==> src/hdl/bcc_map.svh <==
`ifndef BCC_MAP_SVH
`define BCC_MAP_SVH
// register indexes; byte address is four times the index
`define BCC_IDX_CTRL 3'h2
`define BCC_IDX_STAT 3'h3
`define BCC_IDX_OPT 3'h4
// control register fields
`define BCC_C_ON 7
`define BCC_C_IRQ 6
`define BCC_C_MST 5
`define BCC_C_TX 4
`define BCC_C_ACK 3
`define BCC_C_REPEAT_START_REQUEST 2
`define BCC_C_WAKE 1
`define BCC_CTRL_RST 8'h00
// status register fields
`define BCC_S_ADDRESSED_AS_SLAVE_FLAG 6
`define BCC_S_BUSY 5
`define BCC_S_ARBITRATION_LOST_FLAG 4
`define BCC_S_SRW 2
`define BCC_S_MMODE 0
// option register fields
`define BCC_O_EACK 0
`define BCC_OPT_RST 8'h00
// bus answers
`define BCC_RESP_OKAY 2'h0
`define BCC_RESP_SLVERR 2'h2
// timing
`define BCC_CLK_NS 4
`define BCC_PHASE_NS 2500
`define BCC_PHASE_CYC ((`BCC_PHASE_NS + `BCC_CLK_NS - 1) / `BCC_CLK_NS)
`endif

==> src/hdl/bcc_pkg.sv <==
`include "bcc_map.svh"
package bcc_pkg;
  typedef enum logic [3:0] {
    ST_IDLE,
    ST_START_HI,
    ST_START_LO,
    ST_MASTER,
    ST_RS_SDA,
    ST_RS_SCL,
    ST_STOP_LO,
    ST_STOP_SCL,
    ST_STOP_SDA
  } bcc_state_t;

  typedef logic [2:0] bcc_idx_t;

  function automatic logic bcc_reg_hit(input logic [7:0] addr);
    bcc_idx_t idx;
    idx = addr[4:2];
    return (addr[7:5] == 3'h0) && (addr[1:0] == 2'h0) &&
           (idx == `BCC_IDX_CTRL || idx == `BCC_IDX_STAT || idx == `BCC_IDX_OPT);
  endfunction : bcc_reg_hit
endpackage : bcc_pkg

==> src/hdl/bcc_sync.sv <==
module bcc_sync #(
  parameter int W = 2,
  parameter logic [W-1:0] RST_VAL = '1
) (
  input wire logic aclk, // module clock
  input wire logic aresetn, // sync reset, low
  input wire logic [W-1:0] d, // async levels
  output logic [W-1:0] q // synchronised levels
);
  logic [W-1:0] meta_r;

  always_ff @(posedge aclk) begin
    if (!aresetn) begin
      meta_r <= RST_VAL;
      q <= RST_VAL;
    end else begin
      meta_r <= d;
      q <= meta_r;
    end
  end
endmodule : bcc_sync

==> src/hdl/bcc_axil.sv <==
`include "bcc_map.svh"
module bcc_axil
  import bcc_pkg::*;
(
  input wire logic aclk, // module clock
  input wire logic aresetn, // sync reset, low
  input wire logic [7:0] awaddr, // write address
  input wire logic awvalid, // write address valid
  output logic awready, // write address ready
  input wire logic [31:0] wdata, // write data
  input wire logic [3:0] wstrb, // byte enables
  input wire logic wvalid, // write data valid
  output logic wready, // write data ready
  output logic [1:0] bresp, // write answer
  output logic bvalid, // write answer valid
  input wire logic bready, // write answer ready
  input wire logic [7:0] araddr, // read address
  input wire logic arvalid, // read address valid
  output logic arready, // read address ready
  output logic [31:0] rdata, // read data
  output logic [1:0] rresp, // read answer
  output logic rvalid, // read data valid
  input wire logic rready, // read data ready
  output logic wr_en, // one-cycle write pulse
  output bcc_idx_t wr_idx, // write register index
  output logic [7:0] wr_data, // write low byte
  output logic wr_lane0, // low byte enabled
  output bcc_idx_t rd_idx, // read register index
  input wire logic [31:0] rd_word // read word for rd_idx
);
  logic [7:0] aw_addr_r;
  logic aw_got_r;
  logic w_got_r;
  logic rd_pend_r;
  logic rd_hit_r;

  always_ff @(posedge aclk) begin
    if (!aresetn) begin
      awready <= 1'b1;
      wready <= 1'b1;
      aw_addr_r <= 8'h00;
      aw_got_r <= 1'b0;
      w_got_r <= 1'b0;
      wr_data <= 8'h00;
      wr_lane0 <= 1'b0;
      wr_en <= 1'b0;
      wr_idx <= 3'h0;
      bvalid <= 1'b0;
      bresp <= `BCC_RESP_OKAY;
    end else begin
      wr_en <= 1'b0;
      if (awvalid && awready) begin
        aw_addr_r <= awaddr;
        aw_got_r <= 1'b1;
        awready <= 1'b0;
      end
      if (wvalid && wready) begin
        wr_data <= wdata[7:0];
        wr_lane0 <= wstrb[0];
        w_got_r <= 1'b1;
        wready <= 1'b0;
      end
      if (aw_got_r && w_got_r && !bvalid) begin
        aw_got_r <= 1'b0;
        w_got_r <= 1'b0;
        bvalid <= 1'b1;
        wr_en <= bcc_reg_hit(aw_addr_r);
        wr_idx <= aw_addr_r[4:2];
        bresp <= bcc_reg_hit(aw_addr_r) ? `BCC_RESP_OKAY : `BCC_RESP_SLVERR;
      end
      if (bvalid && bready) begin
        bvalid <= 1'b0;
        awready <= 1'b1;
        wready <= 1'b1;
      end
    end
  end

  always_ff @(posedge aclk) begin
    if (!aresetn) begin
      arready <= 1'b1;
      rd_idx <= 3'h0;
      rd_pend_r <= 1'b0;
      rd_hit_r <= 1'b0;
      rvalid <= 1'b0;
      rdata <= 32'h0000_0000;
      rresp <= `BCC_RESP_OKAY;
    end else begin
      if (arvalid && arready) begin
        arready <= 1'b0;
        rd_idx <= araddr[4:2];
        rd_hit_r <= bcc_reg_hit(araddr);
        rd_pend_r <= 1'b1;
      end
      if (rd_pend_r) begin
        rd_pend_r <= 1'b0;
        rvalid <= 1'b1;
        rdata <= rd_hit_r ? rd_word : 32'h0000_0000;
        rresp <= rd_hit_r ? `BCC_RESP_OKAY : `BCC_RESP_SLVERR;
      end
      if (rvalid && rready) begin
        rvalid <= 1'b0;
        arready <= 1'b1;
      end
    end
  end
endmodule : bcc_axil

==> src/hdl/bcc_ctrl.sv <==
// Our own choice: the AXI4-Lite interface to the registers.
`include "bcc_map.svh"
// Behaviour
// - control bit 7 enables the whole module; 0 keeps it inert
// - control bit 6 lets interrupt requests out; 0 suppresses them
// - master select rising drives a START and enters master mode
// - master select falling drives a STOP and returns to slave mode
// - bit 4 selects direction: 0 receive, 1 transmit
// - bit 3 is the SDA level in receive acknowledge slots
// - early ack option clear: next byte; set: current byte
// - SCL held low after a received byte until control written
// - writing bit 2 issues repeated START, only while current master and no byte is active
// - repeated START bit self-clears and always reads 0
// - repeated START at an improper point counts as arbitration loss
// - wake bit set: address match in low power wakes processor
// - wake bit clear: no interrupt on address match in low power
// - control bit 0 reserved, reads 0
// - arbitration loss sets sticky flag, cleared by writing 1
// - any control register write clears addressed-as-slave flag
// - bus busy set on detected START, cleared on detected STOP
module bcc_ctrl
  import bcc_pkg::*;
#(
  parameter int unsigned PHASE_CYC = `BCC_PHASE_CYC
) (
  input wire logic aclk, // module clock
  input wire logic aresetn, // sync reset, low
  input wire logic [7:0] awaddr, // write address
  input wire logic awvalid, // write address valid
  output logic awready, // write address ready
  input wire logic [31:0] wdata, // write data
  input wire logic [3:0] wstrb, // byte enables
  input wire logic wvalid, // write data valid
  output logic wready, // write data ready
  output logic [1:0] bresp, // write answer
  output logic bvalid, // write answer valid
  input wire logic bready, // write answer ready
  input wire logic [7:0] araddr, // read address
  input wire logic arvalid, // read address valid
  output logic arready, // read address ready
  output logic [31:0] rdata, // read data
  output logic [1:0] rresp, // read answer
  output logic rvalid, // read data valid
  input wire logic rready, // read data ready
  input wire logic scl_in, // clock pin level
  input wire logic sda_in, // data pin level
  output logic scl_oe, // pull clock pin low
  output logic sda_oe, // pull data pin low
  input wire logic arb_lost_in, // arbitration lost pulse from shifter
  input wire logic addr_match_in, // slave address match pulse
  input wire logic slave_rw_in, // slave read/write indication
  input wire logic ack_slot_in, // acknowledge bit time, level
  input wire logic rx_byte_done_in, // received byte complete pulse
  input wire logic byte_active_in, // byte or ack in progress
  input wire logic xfer_done_in, // transfer complete flag level
  input wire logic low_power_in, // processor in low power mode
  output logic irq_req, // interrupt request
  output logic wake_req, // wake request to processor
  output logic master_mode, // block owns the bus
  output logic tx_mode // transmit direction
);
  if (PHASE_CYC < 2) begin : g_bad_phase
    $error("PHASE_CYC must be at least 2");
  end
  localparam int CW = $clog2(PHASE_CYC + 1);
  localparam logic [7:0] CTRL_RST = `BCC_CTRL_RST;
  logic wr_en, wr_lane0;
  bcc_idx_t wr_idx, rd_idx;
  logic [7:0] wr_data;
  logic [31:0] rd_word;
  bcc_axil u_axil (
    .aclk(aclk), .aresetn(aresetn), .awaddr(awaddr), .awvalid(awvalid), .awready(awready),
    .wdata(wdata), .wstrb(wstrb), .wvalid(wvalid), .wready(wready),
    .bresp(bresp), .bvalid(bvalid), .bready(bready),
    .araddr(araddr), .arvalid(arvalid), .arready(arready),
    .rdata(rdata), .rresp(rresp), .rvalid(rvalid), .rready(rready),
    .wr_en(wr_en), .wr_idx(wr_idx), .wr_data(wr_data), .wr_lane0(wr_lane0),
    .rd_idx(rd_idx), .rd_word(rd_word)
  );
  logic [1:0] bus_s, bus_p_r;
  bcc_sync #(.W(2), .RST_VAL(2'h3)) u_sync (
    .aclk(aclk), .aresetn(aresetn), .d({scl_in, sda_in}), .q(bus_s)
  );
  logic module_on_r, irq_on_r, master_select_r, tx_r, ack_level_r, wake_r, early_ack_r;
  logic arbitration_lost_flag_r, addressed_as_slave_flag_r, busy_r, srw_r, stretch_r, ack_hold_r, ack_slot_p_r, ms_prev_r;
  bcc_state_t state_r, state_nxt;
  logic [CW-1:0] cnt_r;
  logic any_ctrl_wr, wr_ctrl, repeat_start_request_req, repeat_start_request_ok, repeat_start_request_bad, arb_evt;
  logic start_det, stop_det, phase_done, ack_used, drv_sda, drv_scl;

  assign any_ctrl_wr = wr_en && wr_idx == `BCC_IDX_CTRL;
  assign wr_ctrl = any_ctrl_wr && wr_lane0;
  assign repeat_start_request_req = wr_ctrl && wr_data[`BCC_C_REPEAT_START_REQUEST] && module_on_r;
  assign repeat_start_request_ok = repeat_start_request_req && state_r == ST_MASTER && !byte_active_in;
  assign repeat_start_request_bad = repeat_start_request_req && !repeat_start_request_ok;
  assign arb_evt = module_on_r && (arb_lost_in || repeat_start_request_bad);
  // sda falls or rises while scl stays high
  assign start_det = bus_p_r[1] && bus_s[1] && bus_p_r[0] && !bus_s[0];
  assign stop_det = bus_p_r[1] && bus_s[1] && !bus_p_r[0] && bus_s[0];
  assign phase_done = cnt_r == CW'(PHASE_CYC - 1);
  assign ack_used = early_ack_r ? ack_level_r : ack_hold_r;

  always_ff @(posedge aclk) begin
    if (!aresetn) begin
      bus_p_r <= 2'h3;
    end else begin
      bus_p_r <= bus_s;
    end
  end

  // control register
  always_ff @(posedge aclk) begin
    if (!aresetn) begin
      module_on_r <= CTRL_RST[`BCC_C_ON];
      irq_on_r <= 1'b0;
      master_select_r <= 1'b0;
      tx_r <= 1'b0;
      ack_level_r <= 1'b0;
      wake_r <= 1'b0;
    end else begin
      if (wr_ctrl) begin
        module_on_r <= wr_data[`BCC_C_ON];
        irq_on_r <= wr_data[`BCC_C_IRQ];
        master_select_r <= wr_data[`BCC_C_MST] && wr_data[`BCC_C_ON];
        tx_r <= wr_data[`BCC_C_TX];
        ack_level_r <= wr_data[`BCC_C_ACK];
        wake_r <= wr_data[`BCC_C_WAKE];
      end
      // lost bus drops master mode without a stop
      if (arb_evt) begin
        master_select_r <= 1'b0;
      end
    end
  end

  always_ff @(posedge aclk) begin
    if (!aresetn) begin
      early_ack_r <= 1'b0;
    end else if (wr_en && wr_idx == `BCC_IDX_OPT && wr_lane0) begin
      early_ack_r <= wr_data[`BCC_O_EACK];
    end
  end

  // status flags; hardware set wins over software clear
  always_ff @(posedge aclk) begin
    if (!aresetn) begin
      arbitration_lost_flag_r <= 1'b0;
      addressed_as_slave_flag_r <= 1'b0;
      busy_r <= 1'b0;
      srw_r <= 1'b0;
    end else begin
      if (arb_evt) begin
        arbitration_lost_flag_r <= 1'b1;
      end else if (wr_en && wr_idx == `BCC_IDX_STAT && wr_lane0 && wr_data[`BCC_S_ARBITRATION_LOST_FLAG]) begin
        arbitration_lost_flag_r <= 1'b0;
      end
      if (module_on_r && addr_match_in) begin
        addressed_as_slave_flag_r <= 1'b1;
        srw_r <= slave_rw_in;
      end else if (any_ctrl_wr) begin
        addressed_as_slave_flag_r <= 1'b0;
      end
      if (!module_on_r || stop_det) begin
        busy_r <= 1'b0;
      end else if (start_det) begin
        busy_r <= 1'b1;
      end
    end
  end

  // acknowledge level and clock stretch
  always_ff @(posedge aclk) begin
    if (!aresetn) begin
      ack_hold_r <= 1'b0;
      ack_slot_p_r <= 1'b0;
      stretch_r <= 1'b0;
    end else begin
      ack_slot_p_r <= ack_slot_in;
      // late option: value latched after each slot serves the next byte
      if (ack_slot_p_r && !ack_slot_in) begin
        ack_hold_r <= ack_level_r;
      end
      if (module_on_r && rx_byte_done_in && !tx_r) begin
        stretch_r <= 1'b1;
      end else if (wr_ctrl || !module_on_r) begin
        stretch_r <= 1'b0;
      end
    end
  end

  // start, repeated start and stop sequencer
  always_comb begin
    state_nxt = state_r;
    case (state_r)
      ST_IDLE: if (master_select_r && !ms_prev_r) state_nxt = ST_START_HI;
      ST_START_HI: if (phase_done) state_nxt = ST_START_LO;
      ST_START_LO: if (phase_done) state_nxt = ST_MASTER;
      ST_MASTER: begin
        // level test: a drop during the start phases still ends in a stop
        if (!master_select_r && !arb_evt) begin
          state_nxt = ST_STOP_LO;
        end else if (repeat_start_request_ok) begin
          state_nxt = ST_RS_SDA;
        end
      end
      ST_RS_SDA: if (phase_done) state_nxt = ST_RS_SCL;
      ST_RS_SCL: if (phase_done) state_nxt = ST_START_HI;
      ST_STOP_LO: if (phase_done) state_nxt = ST_STOP_SCL;
      ST_STOP_SCL: if (phase_done) state_nxt = ST_STOP_SDA;
      ST_STOP_SDA: if (phase_done) state_nxt = ST_IDLE;
      default: state_nxt = ST_IDLE;
    endcase
    if (!module_on_r || arb_evt) begin
      state_nxt = ST_IDLE;
    end
  end

  always_ff @(posedge aclk) begin
    if (!aresetn) begin
      state_r <= ST_IDLE;
      cnt_r <= '0;
      ms_prev_r <= 1'b0;
    end else begin
      state_r <= state_nxt;
      ms_prev_r <= master_select_r;
      if (state_nxt != state_r || phase_done) begin
        cnt_r <= '0;
      end else begin
        cnt_r <= cnt_r + CW'(1);
      end
    end
  end

  always_comb begin
    drv_sda = 1'b0;
    drv_scl = 1'b0;
    case (state_r)
      ST_START_HI: drv_sda = 1'b1;
      ST_START_LO, ST_STOP_LO: begin
        drv_sda = 1'b1;
        drv_scl = 1'b1;
      end
      ST_RS_SDA: drv_scl = 1'b1;
      ST_STOP_SCL: drv_sda = 1'b1;
      default: begin
        drv_sda = 1'b0;
        drv_scl = 1'b0;
      end
    endcase
  end

  // pin drivers and outputs
  always_ff @(posedge aclk) begin
    if (!aresetn) begin
      sda_oe <= 1'b0;
      scl_oe <= 1'b0;
      master_mode <= 1'b0;
      tx_mode <= 1'b0;
    end else begin
      sda_oe <= module_on_r && (drv_sda || (ack_slot_in && !tx_r && !ack_used));
      scl_oe <= module_on_r && (drv_scl || stretch_r);
      master_mode <= state_r != ST_IDLE;
      tx_mode <= tx_r;
    end
  end

  always_ff @(posedge aclk) begin
    if (!aresetn) begin
      irq_req <= 1'b0;
      wake_req <= 1'b0;
    end else begin
      irq_req <= module_on_r && irq_on_r && (arbitration_lost_flag_r || xfer_done_in ||
                 (addressed_as_slave_flag_r && !(low_power_in && !wake_r)));
      if (module_on_r && wake_r && low_power_in && addr_match_in) begin
        wake_req <= 1'b1;
      end else if (!low_power_in) begin
        wake_req <= 1'b0;
      end
    end
  end

  always_comb begin
    rd_word = 32'h0000_0000;
    case (rd_idx)
      `BCC_IDX_CTRL: rd_word[7:0] = {module_on_r, irq_on_r, master_select_r, tx_r,
                                     ack_level_r, 1'b0, wake_r, 1'b0};
      `BCC_IDX_STAT: begin
        rd_word[`BCC_S_ADDRESSED_AS_SLAVE_FLAG] = addressed_as_slave_flag_r;
        rd_word[`BCC_S_BUSY] = busy_r;
        rd_word[`BCC_S_ARBITRATION_LOST_FLAG] = arbitration_lost_flag_r;
        rd_word[`BCC_S_SRW] = srw_r;
        rd_word[`BCC_S_MMODE] = master_mode;
      end
      `BCC_IDX_OPT: rd_word[`BCC_O_EACK] = early_ack_r;
      default: rd_word = 32'h0000_0000;
    endcase
  end
endmodule : bcc_ctrl

==> config.mk <==
export PLATFORM = sky130hd
export DESIGN_NAME = bcc_ctrl
export DESIGN_NICKNAME = d
export VERILOG_FILES = /design/src/hdl/bcc_pkg.sv /design/src/hdl/bcc_sync.sv /design/src/hdl/bcc_axil.sv /design/src/hdl/bcc_ctrl.sv
export VERILOG_INCLUDE_DIRS = /design/src /design/src/hdl
export SDC_FILE = /design/constraint.sdc
export NUM_CORES = 1
export LEC_CHECK = 0
export ABC_AREA = 0
export ABC_CLOCK_PERIOD_IN_PS = 5500
export BUFFER_PORTS_ARGS = -buffer_cell sky130_fd_sc_hd__buf_2
export CORE_ASPECT_RATIO = 0.6
export CORE_MARGIN = 4
export CORE_UTILIZATION = 30
export CTS_BUF_LIST = sky130_fd_sc_hd__clkbuf_8 sky130_fd_sc_hd__clkbuf_16
export DETAILED_ROUTE_END_ITERATION = 8
export GPL_TIMING_DRIVEN = 0
export PLACE_DENSITY = 0.63
export SYNTH_ARGS = -nofsm -noshare
export SYNTH_HDL_FRONTEND = slang
export SYNTH_SLANG_ARGS = --single-unit
==> constraint.sdc <==
create_clock -name aclk -period 5.5 [get_ports aclk]
set_clock_uncertainty 0.05 [all_clocks]
set_input_delay 0.55 -clock aclk [delete_from_list [all_inputs] [get_ports aclk]]
set_output_delay 0.55 -clock aclk [all_outputs]
set_load 0.005 [all_outputs]
==> summary.md <==
| Metric | Value |
|---|---|
| Worst Hold Margin | 351 ps |
| Clock tree root driver cell | sky130_fd_sc_hd__clkbuf_16 |
| Share of layout cells above drive strength 1 | 0.218 |
| Total leakage power | 1.83 nW |
| Post-detailed-route wirelength per cell | between 10 and 15 um |
| Worst path depth | 6 |
| Layout overhead on the synthesized area | 24.9% |
| Placed insts | 663 |
| Crit share post-route | 0.475 |
| Fin worst setup slack | 2890 ps |
| Clock transition at the registers of the reported paths | 60 ps |
| Depth of the worst register-to-register path | 6 |
| Number of buffer and inverter instances along the worst setup path | 0 |
| Number of remaining DRC errors | 0 |
| Pins over their slew limit | 0 |
| Seq/Total Area, Yosys | 0.466 |
| Crit Reg-Reg Startpoint | u_axil.wr_idx[2] |
| Post-DR vias/cell | 4.60 |
| Worst slew margin | 0.294 |
| Overall fraction of global-route tracks in use | 0.134 |
| IO Pins | 116 |
| Die ar. | 13,900 um2 |
| 1st-iter DRT viols | approximately 170 |
| Cell types occupying the most area after synthesis | sky130_fd_sc_hd__dfxtp_1, sky130_fd_sc_hd__a21oi_1, sky130_fd_sc_hd__nand2_1 |
| Sort of element at the start of the critical path | register |
| Class of the most critical setup path | register to register |
| Reg2Reg Setup Slack | roughly 2900 ps |
| Maximum count of clock buffers along a single path | 2 |
| Hold Path Stages | 2 |
| Number of enable-type register cells in the synthesized netlist | 0 |
| Critical path origin | u_axil.wr_idx[2] |
| F_max | around 380 MHz |
| TritonCTS buffer count | 9 |
| Total of hold buffers inserted after clock tree synthesis | 0 |
| Starting Density | 0.313 |
| Die Height | 93.0 um |
| Synth top cells by count | sky130_fd_sc_hd__dfxtp_1, sky130_fd_sc_hd__nand2_1, sky130_fd_sc_hd__a21oi_1 |
| Critical Path End | cnt_r[5] |
| Net count reported at finish | 585 |
| Pwr dens | 297 nW/um2 |
| Global placer's final weighted congestion | about 0.84 |
| Buffer count from post-CTS setup fixing | 0 |
| Post-layout minimum cycle time | around 2600 ps |
| Leading cell type by number of instances after synthesis | sky130_fd_sc_hd__dfxtp_1 |
| Number of global-route vias before repair | 2,872 |
| Maximum net fanout on the critical path | 10 |
| Sum of routed wire length over all layers | 9.10 mm |
| Vias | 3,121 |
| Slowest Stage Delay on Critical Path | between 900 and 1000 ps |
| Antenna-violating nets left | 0 |
| Synth Area per Inst | 8.64 um2 |
| Global-route wire length before repair | 14.6 mm |
| CTS sink cnt | 84 |
| Final TNS setup | 0 ps |
| Place WS | 2940 ps |
| Tightest Hold Check Type | input pin to register |
| #FFs+latches synth | 84 |
| Max VDD drop | 0.113 mV |
| Initial antenna violation count | 0 |
| Count of unique library cells instantiated by Yosys | 53 |
| Post-synth top area cell | sky130_fd_sc_hd__dfxtp_1 |
| Share of flip-flops with an asynchronous set or reset | 0 |
| Standard-cell row count | 30 |
| Clock tree from TritonCTS | yes |
| Met2 WL post-DR | 3.59 mm |
| M1 wire length | between 4 and 5 mm |
| Half-perimeter wire length after detailed placement | just over 7 mm |
| Endpoints failing setup | 0 |
| Critical Path, Cell by Cell | nand3b_1, nor3b_1, a211o_1, a221oi_1, o21ai_1, nor4_1 |
| Post-synthesis cell area | 3610 um2 |
| RSZ-0062 raised after global routing | no |
| CP Data Arrival Time | 2750 ps |
| Status | finished, final reports clean |
| GRT overflow | 0 |
| Final core area utilization | 0.391 |
| Latest clock arrival within the worst-skew pair | 340 ps |
| Die boundary width | around 150 um |
| Yosys warns | 0 |
| Most used flip-flop cell after synthesis | sky130_fd_sc_hd__dfxtp_1 |
| N_diodes | 0 |
| DRT Pass-1 Iters | 4 |
| Actual transition at the worst max-transition pin | ~1100 ps |
| WP data required | approximately 5600 ps |
| Kind of cell with the highest combined delay on the critical path | simple AND/OR/NAND/NOR gates |
| Top metal layer carrying routed signals | met4 |
| Critical Path End Type | register |
| Count of port buffers added during placement | 60 |
| Level count of the clock H-tree | 3 |
| Post-cts gate resize count | 0 |
| Met3 layer wire length in the routed design | 751 um |
| Critical-path top delay cell | sky130_fd_sc_hd__nor3b_1 |
| Fraction of synthesized cell area taken by the top area cell type | 0.466 |
| Number of maximum-capacitance constraint violations | 0 |
| Crit Reg-Reg Endpoint | cnt_r[5] |
| Count of placed standard cells in the final layout, fillers left out | just under 700 |
| Placeable core area | 11,500 um2 |
| Maximum number of pins on one net before global-route repair | 14 |
| Hold Violations, Final | 0 |
| Instance count of the mapped netlist | 418 |
## power breakdown
group          internal, mW  switching, mW  total (mW)  leakage, nW
Combinational        0.0441         0.0509      0.0949        0.991
Sequential            0.627         0.0138       0.640        0.684
Clock                 0.373          0.232       0.605        0.153
Total                  1.04          0.296        1.34         1.83
## per-stage QoR
stage	instance area (um2)	total power, mW
final	4510	1.34
after global routing	4510	1.40
after CTS	4510	1.35
after detailed placement	4200	0.748
after global placement	4200	0.744
after floorplan	3700	0.710
## logic make-up after synthesis
family / after synthesis / synth area share
buffers and inverters: 58 / 0.0901
other: 1 / 0.00104
multiplexers: 13 / 0.0395
adder cells (fa/ha/maj): 2 / 0.00693
AO/OA/AOI/OAI: 81 / 0.132
flip-flops: 84 / 0.466
AND/OR/NAND/NOR: 169 / 0.238
XOR/XNOR: 10 / 0.0263
## worst min path at each step
stage | slack, ps | endpoint | from
6_report | 350 | u_sync.meta_r[1] | scl_in
3_3_place_gp | 350 | u_sync.q[1] | u_sync.meta_r[1]
2_1_floorplan | 340 | u_sync.q[0] | u_sync.meta_r[0]
4_1_cts | 340 | u_sync.meta_r[1] | scl_in
3_5_place_dp | 350 | u_sync.q[1] | u_sync.meta_r[1]
5_1_grt | 340 | u_sync.meta_r[1] | scl_in
## flip-flops by register name, summed over array words and instances, names as in the netlist, 2 cells and up
name              cells
bus_p_r               2
cnt_r                10
state_r               4
u_axil.aw_addr_r      8
u_axil.rd_idx         3
u_axil.rdata          8
u_axil.wr_data        8
u_axil.wr_idx         3
u_sync.meta_r         2
u_sync.q              2
## layout make-up
class,instances,area (um2)
Timing Repair Buffer,60,300
Clock inverter,5,51.3
Sequential cell,84,1680
Multi-Input combinational cell,301,1700
Fill cell,1177,7020
Inverter,15,56.3
Clock buffer,11,253
Buffer,43,269
Tap cell,160,200
## cell usage in the layout (no fill, tap or decap), types with 3 or more instances in the layout
master,instances
sky130_fd_sc_hd__a211oi_1,3
sky130_fd_sc_hd__a21oi_1,44
sky130_fd_sc_hd__a22o_1,3
sky130_fd_sc_hd__a31oi_1,4
sky130_fd_sc_hd__and2_1,3
sky130_fd_sc_hd__and3_1,5
sky130_fd_sc_hd__buf_2,62
sky130_fd_sc_hd__buf_4,26
sky130_fd_sc_hd__clkbuf_1,12
sky130_fd_sc_hd__clkbuf_16,9
sky130_fd_sc_hd__conb_1,26
sky130_fd_sc_hd__dfxtp_1,84
sky130_fd_sc_hd__inv_1,15
sky130_fd_sc_hd__mux2i_1,12
sky130_fd_sc_hd__nand2_1,57
sky130_fd_sc_hd__nand2b_1,12
sky130_fd_sc_hd__nand3_1,22
sky130_fd_sc_hd__nand3b_1,4
sky130_fd_sc_hd__nand4_1,3
sky130_fd_sc_hd__nor2_1,26
sky130_fd_sc_hd__nor3_1,7
sky130_fd_sc_hd__nor3b_1,3
sky130_fd_sc_hd__nor4_1,10
sky130_fd_sc_hd__o21ai_0,14
sky130_fd_sc_hd__or4_1,4
sky130_fd_sc_hd__xnor2_1,5
sky130_fd_sc_hd__xor2_1,4
## layer usage
layer,track usage,vias up
met2,0.177,105
met3,0.0489,13
met5,0,-
met4,0.0449,0
li1,-,1592
met1,0.197,1411
(Power assumes the default switching activity.)
